## src/core/sfh_map.vh

```
// Purpose: constants for the serial flash hold and opcode decode front end
// Assumes: 100 MHz system clock, serial link sampled as plain inputs
// Notes: opcodes, status bit positions and timing counts
// Summary of operation
// - pause starts on pause pin falling, chip selected, serial clock low
// - pause ends on pause pin rising with serial clock low, else delayed
// - pause suspends the link only; busy operations run on to completion
// - while paused, output floats; data input and clock are ignored
// - chip select rising during pause resets the interface logic
// - opcode 05 streams the status byte until chip select rises
// - opcode B9 enters deep power-down
// - opcode AB wakes; after three filler bytes it streams the part byte
// - opcode 90, two fillers, order byte picks maker or part id first
// - inputs sampled on rising clock, outputs shifted on falling clock
// - altering and sleep commands need chip select rise on byte boundary
// - altering commands need the write enable latch; acceptance clears it
`ifndef SFH_MAP_VH
`define SFH_MAP_VH
`define SFH_OP_WRITE_ENABLE_CMD      8'h06
`define SFH_OP_WRITE_DISABLE_CMD      8'h04
`define SFH_OP_STATUS_WRITE_CMD      8'h01
`define SFH_OP_JEDEC     8'h9F
`define SFH_OP_RDSTAT    8'h05
`define SFH_OP_READ      8'h03
`define SFH_OP_FAST      8'h0B
`define SFH_OP_DUAL      8'h3B
`define SFH_OP_SIG       8'hAB
`define SFH_OP_MAKERPART 8'h90
`define SFH_OP_SMALL     8'h20
`define SFH_OP_BIG_A     8'h52
`define SFH_OP_BIG_B     8'hD8
`define SFH_OP_CHIP_A    8'h60
`define SFH_OP_CHIP_B    8'hC7
`define SFH_OP_PAGE      8'h02
`define SFH_OP_SLEEP     8'hB9
`define SFH_ORDER_MAKER  8'h00
`define SFH_ORDER_PART   8'h01
`define SFH_ST_BUSY      0
`define SFH_ST_WEL       1
`define SFH_FIFO_DEPTH   16
`define SFH_FIFO_AW      4
`define SFH_BUSY_NS      1000
`define SFH_CLK_NS       10
`define SFH_BUSY_CYC     ((`SFH_BUSY_NS + `SFH_CLK_NS - 1) / `SFH_CLK_NS)
`endif

```

## src/core/sfh_fifo.v

```verilog
// Purpose: small byte fifo between command decode and output shifter
// Assumes: single clock, synchronous reset
// Notes: valid/ready on both sides, honest full and empty
`timescale 1ns/10ps
module sfh_fifo #(
    parameter WIDTH = 8,
    parameter DEPTH = 16,
    parameter AW    = 4
) (
    input  wire             i_clock,
    input  wire             i_rst,
    input  wire             i_flush,
    input  wire [WIDTH-1:0] i_data,
    input  wire             i_valid,
    output wire             o_ready,
    output wire [WIDTH-1:0] o_data,
    output wire             o_valid,
    input  wire             i_ready
);
    reg [WIDTH-1:0] mem [0:DEPTH-1];
    reg [AW:0]      wr_r;
    reg [AW:0]      rd_r;
    wire            empty;
    wire            full;
    wire            push;
    wire            pop;
    assign empty   = (wr_r == rd_r);
    assign full    = (wr_r[AW-1:0] == rd_r[AW-1:0]) && (wr_r[AW] != rd_r[AW]);
    assign o_ready = ~full;
    assign o_valid = ~empty;
    assign o_data  = mem[rd_r[AW-1:0]];
    assign push    = i_valid & ~full;
    assign pop     = i_ready & ~empty;
    // storage write
    always @(posedge i_clock) begin
        if (push) begin
            mem[wr_r[AW-1:0]] <= i_data;
        end
    end
    // pointers
    always @(posedge i_clock) begin
        if (i_rst || i_flush) begin
            wr_r <= {(AW+1){1'b0}};
            rd_r <= {(AW+1){1'b0}};
        end else begin
            if (push) begin
                wr_r <= wr_r + 1'b1;
            end
            if (pop) begin
                rd_r <= rd_r + 1'b1;
            end
        end
    end
endmodule // sfh_fifo

```

## src/core/sfh_front.v

```verilog
// Purpose: serial flash front end: pause handling and opcode decode
// Assumes: serial pins are asynchronous and sampled at 100 MHz
// Notes: memory array is outside; reads request bytes over a port
`timescale 1ns/10ps
`include "sfh_map.vh"
module sfh_front #(
    parameter [7:0]  MAKER_ID  = 8'h5A, // arbitrary value
    parameter [7:0]  PART_ID   = 8'h12, // arbitrary value
    parameter [7:0]  PART_ID2  = 8'h13, // arbitrary value
    parameter [15:0] BUSY_CYC  = `SFH_BUSY_CYC
) (
    input  wire        i_clock,
    input  wire        i_rst,
    input  wire        i_cs_n,
    input  wire        i_sclk,
    input  wire        i_si,
    input  wire        i_hold_n,
    input  wire        i_wp_n,
    output reg         o_so,
    output wire        o_so_oe_n,
    output reg  [23:0] o_mem_addr,
    output wire        o_mem_req,
    input  wire [7:0]  i_mem_data,
    output reg         o_alter_go,
    output reg  [7:0]  o_alter_op,
    output reg  [23:0] o_alter_addr,
    output reg  [7:0]  o_alter_data,
    output reg         o_sleep,
    output reg  [7:0]  o_status
);
    localparam [3:0] S_OP    = 4'h0;
    localparam [3:0] S_ADDR  = 4'h1;
    localparam [3:0] S_DUMMY = 4'h2;
    localparam [3:0] S_STAT  = 4'h3;
    localparam [3:0] S_DATA  = 4'h4;
    localparam [3:0] S_WDATA = 4'h5;
    localparam [3:0] S_ID    = 4'h6;
    localparam [3:0] S_DEAD  = 4'h7;
    localparam [3:0] S_DONE  = 4'h8;

    wire cs_n_s;
    wire sclk_s;
    wire si_s;
    wire hold_n_s;
    wire wp_n_s;
    sfh_sync #(.RST_VAL(1'b1)) u_cs (.i_clock(i_clock), .i_rst(i_rst),
        .i_async(i_cs_n), .o_sync(cs_n_s));
    sfh_sync #(.RST_VAL(1'b0)) u_ck (.i_clock(i_clock), .i_rst(i_rst),
        .i_async(i_sclk), .o_sync(sclk_s));
    sfh_sync #(.RST_VAL(1'b0)) u_si (.i_clock(i_clock), .i_rst(i_rst),
        .i_async(i_si), .o_sync(si_s));
    sfh_sync #(.RST_VAL(1'b1)) u_hd (.i_clock(i_clock), .i_rst(i_rst),
        .i_async(i_hold_n), .o_sync(hold_n_s));
    sfh_sync #(.RST_VAL(1'b1)) u_wp (.i_clock(i_clock), .i_rst(i_rst),
        .i_async(i_wp_n), .o_sync(wp_n_s));

    reg        sclk_d_r;
    reg        cs_n_d_r;
    reg        paused_r;
    reg [3:0]  state_r;
    reg [7:0]  op_r;
    reg [7:0]  shin_r;
    reg [2:0]  bit_r;
    reg [1:0]  cnt_r;
    reg        wel_r;
    reg        busy_r;
    reg [15:0] busy_cnt_r;
    reg [2:0]  stat_hi_r;
    reg        srwd_r;
    reg        id_alt_r;
    reg [1:0]  id_idx_r;
    reg [7:0]  shout_r;
    reg [2:0]  obit_r;
    reg        out_en_r;
    reg        pend_r;
    reg        fill_r;

    wire       rise_raw;
    wire       fall_raw;
    wire       rise;
    wire       fall;
    wire       cs_up;
    wire [7:0] byte_in;
    wire       byte_done;
    wire       f_valid;
    wire [7:0] f_data;
    wire       f_ready;
    wire       f_in_ready;
    wire       f_pop;
    reg  [7:0] fill_data;

    assign rise_raw  = sclk_s & ~sclk_d_r;
    assign fall_raw  = ~sclk_s & sclk_d_r;
    assign rise      = rise_raw & ~paused_r & ~cs_n_s;
    assign fall      = fall_raw & ~paused_r & ~cs_n_s;
    assign cs_up     = cs_n_s & ~cs_n_d_r;
    assign byte_in   = {shin_r[6:0], si_s};
    assign byte_done = rise && (bit_r == 3'd7);
    assign o_so_oe_n = ~(out_en_r & ~paused_r & ~cs_n_s);
    // no fetch is taken in the deselect cycle that flushes the fifo
    assign o_mem_req = fill_r & f_in_ready & ~cs_n_s;
    assign f_pop     = fall & out_en_r & (obit_r == 3'd0);
    assign f_ready   = f_pop;

    // edge history
    always @(posedge i_clock) begin
        if (i_rst) begin
            sclk_d_r <= 1'b0;
            cs_n_d_r <= 1'b1;
        end else begin
            sclk_d_r <= sclk_s;
            cs_n_d_r <= cs_n_s;
        end
    end

    // pause entry waits for clock low
    // pause exit waits for clock low
    always @(posedge i_clock) begin
        if (i_rst) begin
            paused_r <= 1'b0;
        end else if (cs_n_s) begin
            paused_r <= 1'b0;
        end else begin
            if (!sclk_s) begin
                paused_r <= ~hold_n_s;
            end
        end
    end

    // busy timer runs regardless of pause
    always @(posedge i_clock) begin
        if (i_rst) begin
            busy_r     <= 1'b0;
            busy_cnt_r <= 16'h0000;
        end else if (o_alter_go) begin
            busy_r     <= 1'b1;
            busy_cnt_r <= BUSY_CYC;
        end else if (busy_r) begin
            if (busy_cnt_r <= 16'h0001) begin
                busy_r <= 1'b0;
            end
            busy_cnt_r <= busy_cnt_r - 16'h0001;
        end
    end

    always @* begin
        o_status = {srwd_r, 2'b00, stat_hi_r, wel_r, busy_r};
    end

    // fifo fill selection: status byte, id bytes or array data
    always @* begin
        fill_data = i_mem_data;
        case (op_r)
            `SFH_OP_RDSTAT: fill_data = o_status;
            `SFH_OP_SIG:    fill_data = PART_ID;
            `SFH_OP_MAKERPART: fill_data = id_alt_r ? PART_ID : MAKER_ID;
            `SFH_OP_JEDEC: begin
                case (id_idx_r)
                    2'd0:    fill_data = MAKER_ID;
                    2'd1:    fill_data = PART_ID;
                    default: fill_data = PART_ID2;
                endcase
            end
            default: fill_data = i_mem_data;
        endcase
    end

    sfh_fifo #(.WIDTH(8), .DEPTH(`SFH_FIFO_DEPTH), .AW(`SFH_FIFO_AW)) u_fifo (
        .i_clock (i_clock),
        .i_rst   (i_rst),
        .i_flush (cs_n_s),
        .i_data  (fill_data),
        .i_valid (fill_r),
        .o_ready (f_in_ready),
        .o_data  (f_data),
        .o_valid (f_valid),
        .i_ready (f_ready)
    );

    always @(posedge i_clock) begin
        if (i_rst || cs_n_s) begin
            shout_r  <= 8'h00;
            obit_r   <= 3'd0;
            o_so     <= 1'b0;
        end else if (f_pop) begin
            o_so    <= f_valid ? f_data[7] : 1'b0;
            shout_r <= f_valid ? {f_data[6:0], 1'b0} : 8'h00;
            obit_r  <= 3'd7;
        end else if (fall && out_en_r) begin
            o_so    <= shout_r[7];
            shout_r <= {shout_r[6:0], 1'b0};
            obit_r  <= obit_r - 3'd1;
        end
    end

    // command decode and transaction state
    always @(posedge i_clock) begin
        o_alter_go <= 1'b0;
        if (i_rst) begin
            state_r      <= S_OP;
            op_r         <= 8'h00;
            shin_r       <= 8'h00;
            bit_r        <= 3'd0;
            cnt_r        <= 2'd0;
            wel_r        <= 1'b0;
            stat_hi_r    <= 3'b000;
            srwd_r       <= 1'b0;
            o_sleep      <= 1'b0;
            id_alt_r     <= 1'b0;
            id_idx_r     <= 2'd0;
            out_en_r     <= 1'b0;
            pend_r       <= 1'b0;
            fill_r       <= 1'b0;
            o_mem_addr   <= 24'h00_0000;
            o_alter_op   <= 8'h00;
            o_alter_addr <= 24'h00_0000;
            o_alter_data <= 8'h00;
        end else if (cs_n_s) begin
            if (cs_up && pend_r && bit_r == 3'd0) begin
                case (op_r)
                    `SFH_OP_WRITE_ENABLE_CMD: wel_r <= 1'b1;
                    `SFH_OP_WRITE_DISABLE_CMD: wel_r <= 1'b0;
                    `SFH_OP_SLEEP: o_sleep <= 1'b1;
                    default: begin
                        if (wel_r && !busy_r) begin
                            wel_r      <= 1'b0;
                            o_alter_go <= 1'b1;
                            // chip wipe has no address phase to latch it
                            o_alter_op <= op_r;
                            if (op_r == `SFH_OP_STATUS_WRITE_CMD &&
                                !(srwd_r && !wp_n_s)) begin
                                srwd_r    <= o_alter_data[7];
                                stat_hi_r <= o_alter_data[4:2];
                            end
                        end
                    end
                endcase
            end
            state_r  <= S_OP;
            bit_r    <= 3'd0;
            out_en_r <= 1'b0;
            pend_r   <= 1'b0;
            fill_r   <= 1'b0;
        end else begin
            if (fill_r && f_in_ready) begin
                id_alt_r   <= ~id_alt_r;
                id_idx_r   <= (id_idx_r == 2'd2) ? 2'd0 : id_idx_r + 2'd1;
                o_mem_addr <= o_mem_addr + 24'h00_0001;
            end
            if (rise) begin
                shin_r <= byte_in;
                bit_r  <= bit_r + 3'd1;
                if (bit_r != 3'd7) begin
                    pend_r <= pend_r & (state_r == S_DONE);
                end
            end
            if (byte_done) begin
                case (state_r)
                    S_OP: begin
                        op_r   <= byte_in;
                        cnt_r  <= 2'd0;
                        pend_r <= 1'b0;
                        state_r <= S_DEAD;
                        case (byte_in)
                            `SFH_OP_SLEEP, `SFH_OP_WRITE_ENABLE_CMD, `SFH_OP_WRITE_DISABLE_CMD,
                            `SFH_OP_CHIP_A, `SFH_OP_CHIP_B: begin
                                if (!o_sleep) begin
                                    pend_r  <= 1'b1;
                                    state_r <= S_DONE;
                                end
                            end
                            `SFH_OP_SIG: begin
                                o_sleep <= 1'b0;
                                state_r <= S_ADDR;
                            end
                            `SFH_OP_STATUS_WRITE_CMD: begin
                                if (!o_sleep) state_r <= S_WDATA;
                            end
                            `SFH_OP_RDSTAT: begin
                                if (!o_sleep) begin
                                    state_r  <= S_STAT;
                                    out_en_r <= 1'b1;
                                    fill_r   <= 1'b1;
                                end
                            end
                            `SFH_OP_JEDEC: begin
                                if (!o_sleep) begin
                                    id_idx_r <= 2'd0;
                                    state_r  <= S_ID;
                                    out_en_r <= 1'b1;
                                    fill_r   <= 1'b1;
                                end
                            end
                            `SFH_OP_MAKERPART, `SFH_OP_READ, `SFH_OP_FAST,
                            `SFH_OP_DUAL, `SFH_OP_SMALL, `SFH_OP_BIG_A,
                            `SFH_OP_BIG_B, `SFH_OP_PAGE: begin
                                if (!o_sleep) state_r <= S_ADDR;
                            end
                            default: state_r <= S_DEAD;
                        endcase
                    end
                    S_ADDR: begin
                        o_mem_addr <= {o_mem_addr[15:0], byte_in};
                        cnt_r      <= cnt_r + 2'd1;
                        if (cnt_r == 2'd2) begin
                            o_alter_op   <= op_r;
                            o_alter_addr <= {o_mem_addr[15:0], byte_in};
                            case (op_r)
                                `SFH_OP_READ: begin
                                    state_r  <= S_DATA;
                                    out_en_r <= 1'b1;
                                    fill_r   <= 1'b1;
                                end
                                `SFH_OP_FAST, `SFH_OP_DUAL:
                                    state_r <= S_DUMMY;
                                `SFH_OP_MAKERPART: begin
                                    id_alt_r <= (byte_in ==
                                        `SFH_ORDER_PART);
                                    state_r  <= S_ID;
                                    out_en_r <= 1'b1;
                                    fill_r   <= 1'b1;
                                end
                                `SFH_OP_SIG: begin
                                    state_r  <= S_ID;
                                    out_en_r <= 1'b1;
                                    fill_r   <= 1'b1;
                                end
                                `SFH_OP_PAGE: state_r <= S_WDATA;
                                default: begin
                                    pend_r  <= 1'b1;
                                    state_r <= S_DONE;
                                end
                            endcase
                        end
                    end
                    S_DUMMY: begin
                        state_r  <= S_DATA;
                        out_en_r <= 1'b1;
                        fill_r   <= 1'b1;
                    end
                    S_WDATA: begin
                        o_alter_data <= byte_in;
                        o_alter_op   <= op_r;
                        pend_r       <= 1'b1;
                        state_r      <= S_DONE;
                    end
                    S_DONE: pend_r <= 1'b0;
                    default: state_r <= state_r;
                endcase
            end
        end
    end
endmodule // sfh_front

```

## src/core/sfh_sync.v

```verilog
// Purpose: two-stage synchroniser for one level from another domain
// Assumes: destination clock i_clock, synchronous reset
// Notes: first stage feeds only the second
`timescale 1ns/10ps
module sfh_sync #(
    parameter RST_VAL = 1'b0
) (
    input  wire i_clock,
    input  wire i_rst,
    input  wire i_async,
    output wire o_sync
);
    reg meta_r;
    reg sync_r;
    // two flops in series
    always @(posedge i_clock) begin
        if (i_rst) begin
            meta_r <= RST_VAL;
            sync_r <= RST_VAL;
        end else begin
            meta_r <= i_async;
            sync_r <= meta_r;
        end
    end
    assign o_sync = sync_r;
endmodule // sfh_sync

```

## config.mk

```make
export PLATFORM = sky130hd
export DESIGN_NAME = sfh_front
export DESIGN_NICKNAME = d
export VERILOG_FILES = /design/src/core/sfh_fifo.v /design/src/core/sfh_front.v /design/src/core/sfh_sync.v
export VERILOG_INCLUDE_DIRS = /design/src /design/src/core
export SDC_FILE = /design/constraint.sdc
export NUM_CORES = 1
export LEC_CHECK = 0
export ABC_AREA = 0
export BUFFER_PORTS_ARGS = -buffer_cell sky130_fd_sc_hd__clkbuf_2
export CAP_MARGIN = 25
export CORE_ASPECT_RATIO = 1.75
export CORE_MARGIN = 1.5
export CORE_UTILIZATION = 50
export DETAILED_ROUTE_END_ITERATION = 16
export PLACE_DENSITY_LB_ADDON = 0.08
export SETUP_SLACK_MARGIN = 0.5
export SYNTH_ARGS = -nofsm -noshare
export SYNTH_HDL_FRONTEND = slang
export SYNTH_HIERARCHICAL = 1
export SYNTH_SLANG_ARGS = --single-unit
```

## constraint.sdc

```tcl
create_clock -name i_clock -period 6.29 [get_ports i_clock]
set_input_delay 0.629 -clock i_clock [delete_from_list [all_inputs] [get_ports i_clock]]
set_output_delay 0.629 -clock i_clock [all_outputs]
set_load 0.05 [all_outputs]
```

==> results by group <==
Run status
  – Outcome: finished, final reports clean

Logic synthesis
  – Synth top cells by count: dfxtp_1 (155), nand2_1 (135), edfxtp_1 (128)
  – Sequential share of the synthesized area: 54.88%
  – Post-synth top area cell: edfxtp_1
  – Post-Syn Area: 12,660 µm²
  – Synth top area share: 30.37%
  – Yosys cell types: 93
  – Syn Area/Cell: 11.29 µm²
  – FFs w/ async S/R, synth: 0%
  – Cell count after synthesis: 1,121
  – Number of synthesized flops with an enable pin: 128
  – Synth warn: 6
  – Most numerous cell in the Yosys netlist: dfxtp_1
  – Synth area leaders: edfxtp_1 (30%), dfxtp_1 (25%), mux4_1 (5.0%), nand2_1 (4.0%), nor2_1 (3.2%)
  – Main synth FF type: dfxtp_1
  – #FFs+latches synth: 283

Placed design
  – Inst Count DP: 1,457
  – Final HPWL DP: 20,660 µm
  – Port-buffer cells: 89
  – Dpl ws: 3.067 ns
  – GP Congestion: 0.8298
  – Cell Area, Placed: 13,210 µm²

Critical path
  – Arrival time worst endpoint: 3.53 ns
  – Cell mode on critical path: buf_4
  – Critical Path RT: 6.75 ns
  – RR Startpoint: u_cs/o_sync
  – Worst Setup SP: u_cs/o_sync
  – Critical-path top delay cell: nand3_1
  – Max incr delay on CP: 0.87 ns
  – Setup CP Type: reg -> reg
  – CP Buf/Inv Count: 2
  – Worst setup SP type: flip-flop
  – Crit path max fanout: 41
  – CP cell instances: buf_4 > nor4b_4 > nand3_1 > nor2_1 > buf_4 > nand2_1 > a21oi_1
  – Crit path max-delay family: simple AND/OR/NAND/NOR gates
  – Worst Setup End Kind: flip-flop

CTS
  – Skew-Pair Late Insertion Delay: 0.54 ns
  – # clock sinks: 283
  – Root Buffer: clkbuf_16
  – Post-cts sizing count: 0
  – Clock transition at path regs: 0.06 ns
  – Clock buffer depth: 3
  – Number of CTS-inserted buffers: 26
  – Setup repair bufs after CTS: 0
  – Post-CTS Hold Buffers: 0
  – H-tree levels: 1
  – CTS tree: done

Die
  – Die Wd: 123.3 µm
  – Core area: 24,720 µm²
  – Ports: 92
  – Initial core utilization: 51.19%
  – # rows: 76
  – Die Y: 213.5 µm
  – Die area: 26,320 µm²

Detailed routing
  – Via density: 5.869
  – Number of remaining DRC errors: 0
  – Drt first pass iters: 5
  – DR vias: 8,833
  – First DRT Iteration DRCs: 552
  – WL final: 29,740 µm
  – Routed WL per cell: 19.76 µm
  – DRT antenna net count: 0

Layout
  – Diode count: 0
  – Fin nets: 1,203
  – Area grow syn2layout: 11.94%
  – Layout Utilization: 57.31%
  – Fin cells: 1,505
  – Fillers: 2,131
  – Final Cell Area: 14,170 µm²
  – Layout cells sized above 1: 15.93%
  – Multi-input logic area: 5240 µm²
  – Reg area: 6949 µm²

STA
  – Worst setup slack after layout: 3.229 ns
  – Final setup viols: 0
  – Slew HR: 33.51%
  – Fin Setup TNS: 0 ns
  – Max Clk Rate: 326.7 MHz
  – Final Hold Vio Count: 0
  – Worst Tran Pin Value: 0.9973 ns
  – Final period util: 48.66%
  – RSZ-0062 raised after global routing: false
  – Clock Skew: 0.01169 ns
  – Final Critical Period: 3.061 ns
  – Fin. max-slew vios: 0

Hold path
  – Worst hold path class: in -> reg
  – Hold Crit Start: i_hold_n

GRT
  – Initial antenna violation count: 0
  – Grt met3 use: 2.394%
  – Global Route met2 Usage: 43.91%
  – Gr usage total: 22.68%
  – First-pass GRT wire length: 45,980 µm
  – Met1 GRT Util: 25.29%
  – Busiest grt layer: met2
  – Number of global-route vias before repair: 8,357
  – Global route total overflow: 0
  – Largest net degree at the start of global routing: 64

Power
  – Max IR drop VDD: 0.2583 mV
  – PwrDens: 262.8 nW/µm²
  – Leak Pwr: 4.965 nW

Job
  – Max Cap Viol: 0
-- state kept, by name, indices dropped and copies added, names as in the netlist, 5 cells and up, named ones only --
register,count
op_r,8
o_alter_data,8
o_alter_op,8
u_fifo/mem,128
shin_r,7
o_mem_addr,24
u_fifo/wr_r,5
shout_r,7
u_fifo/rd_r,5
busy_cnt_r,16
o_alter_addr,24
-- final cells by class --
| cell class | instances | area share, % |
|---|---|---|
| Clock buffer | 33 | 5.219 |
| Clock inverter | 14 | 1.510 |
| Inverter | 30 | 0.7948 |
| Multi-Input combinational cell | 735 | 36.98 |
| Sequential cell | 283 | 49.05 |
| Tap cell | 312 | 2.755 |
| Timing Repair Buffer | 98 | 3.691 |
-- layer usage --
metal / up-vias / wire length, µm
met3: 56 / 846
met1: 4336 / 11450
met5: - / 0
met2: 171 / 16690
met4: 0 / 750
li1: 4270 / -
-- stage by stage --
step           power [mW]  hold WS, ns
4_1_cts             3.761       0.2437
3_3_place_gp        2.021       0.3980
6_report            3.723       0.2691
3_5_place_dp        2.022       0.3924
2_1_floorplan       2.001       0.3832
5_1_grt             3.833       0.2579
-- logic make-up after synthesis --
| kind of cell | count (synthesis) | share of synthesized area (%) |
|---|---|---|
| AND/OR/NAND/NOR | 420 | 17.07 |
| flip-flops | 283 | 54.88 |
| AO/OA/AOI/OAI | 197 | 10.28 |
| buffers and inverters | 104 | 3.776 |
| multiplexers | 81 | 11.12 |
| XOR/XNOR | 21 | 1.453 |
| adder cells (fa/ha/maj) | 14 | 1.384 |
| other | 1 | 0.02963 |
-- power breakdown --
group / switching (mW) / leakage, nW / internal (mW) / total [mW]
clock: 0.700 / 0.470 / 1.04 / 1.74
combinational: 0.0426 / 2.09 / 0.0124 / 0.0551
sequential: 0.00273 / 2.40 / 1.92 / 1.92
total: 0.745 / 4.97 / 2.98 / 3.72
-- placed cells by master (no fill, tap or decap), types with 28 or more instances in the layout --
cell / instances
mux2i_1: 39
nand2_1: 135
nor2_1: 107
edfxtp_1: 128
o21ai_0: 30
a21oi_1: 74
clkbuf_2: 88
inv_1: 28
dfxtp_1: 153
clkbuf_16: 28
-- final timing paths --
path	endpoint	slack, ns	depth (start not counted)
worst max-delay path	o_alter_addr[7]	3.23	7
worst min-delay path	u_hd/meta_r	0.27	2
worst max register to register	o_alter_addr[7]	3.23	7
worst min register to register	u_cs/o_sync	0.40	1
No activity file was read; power rests on OpenSTA's default activity.
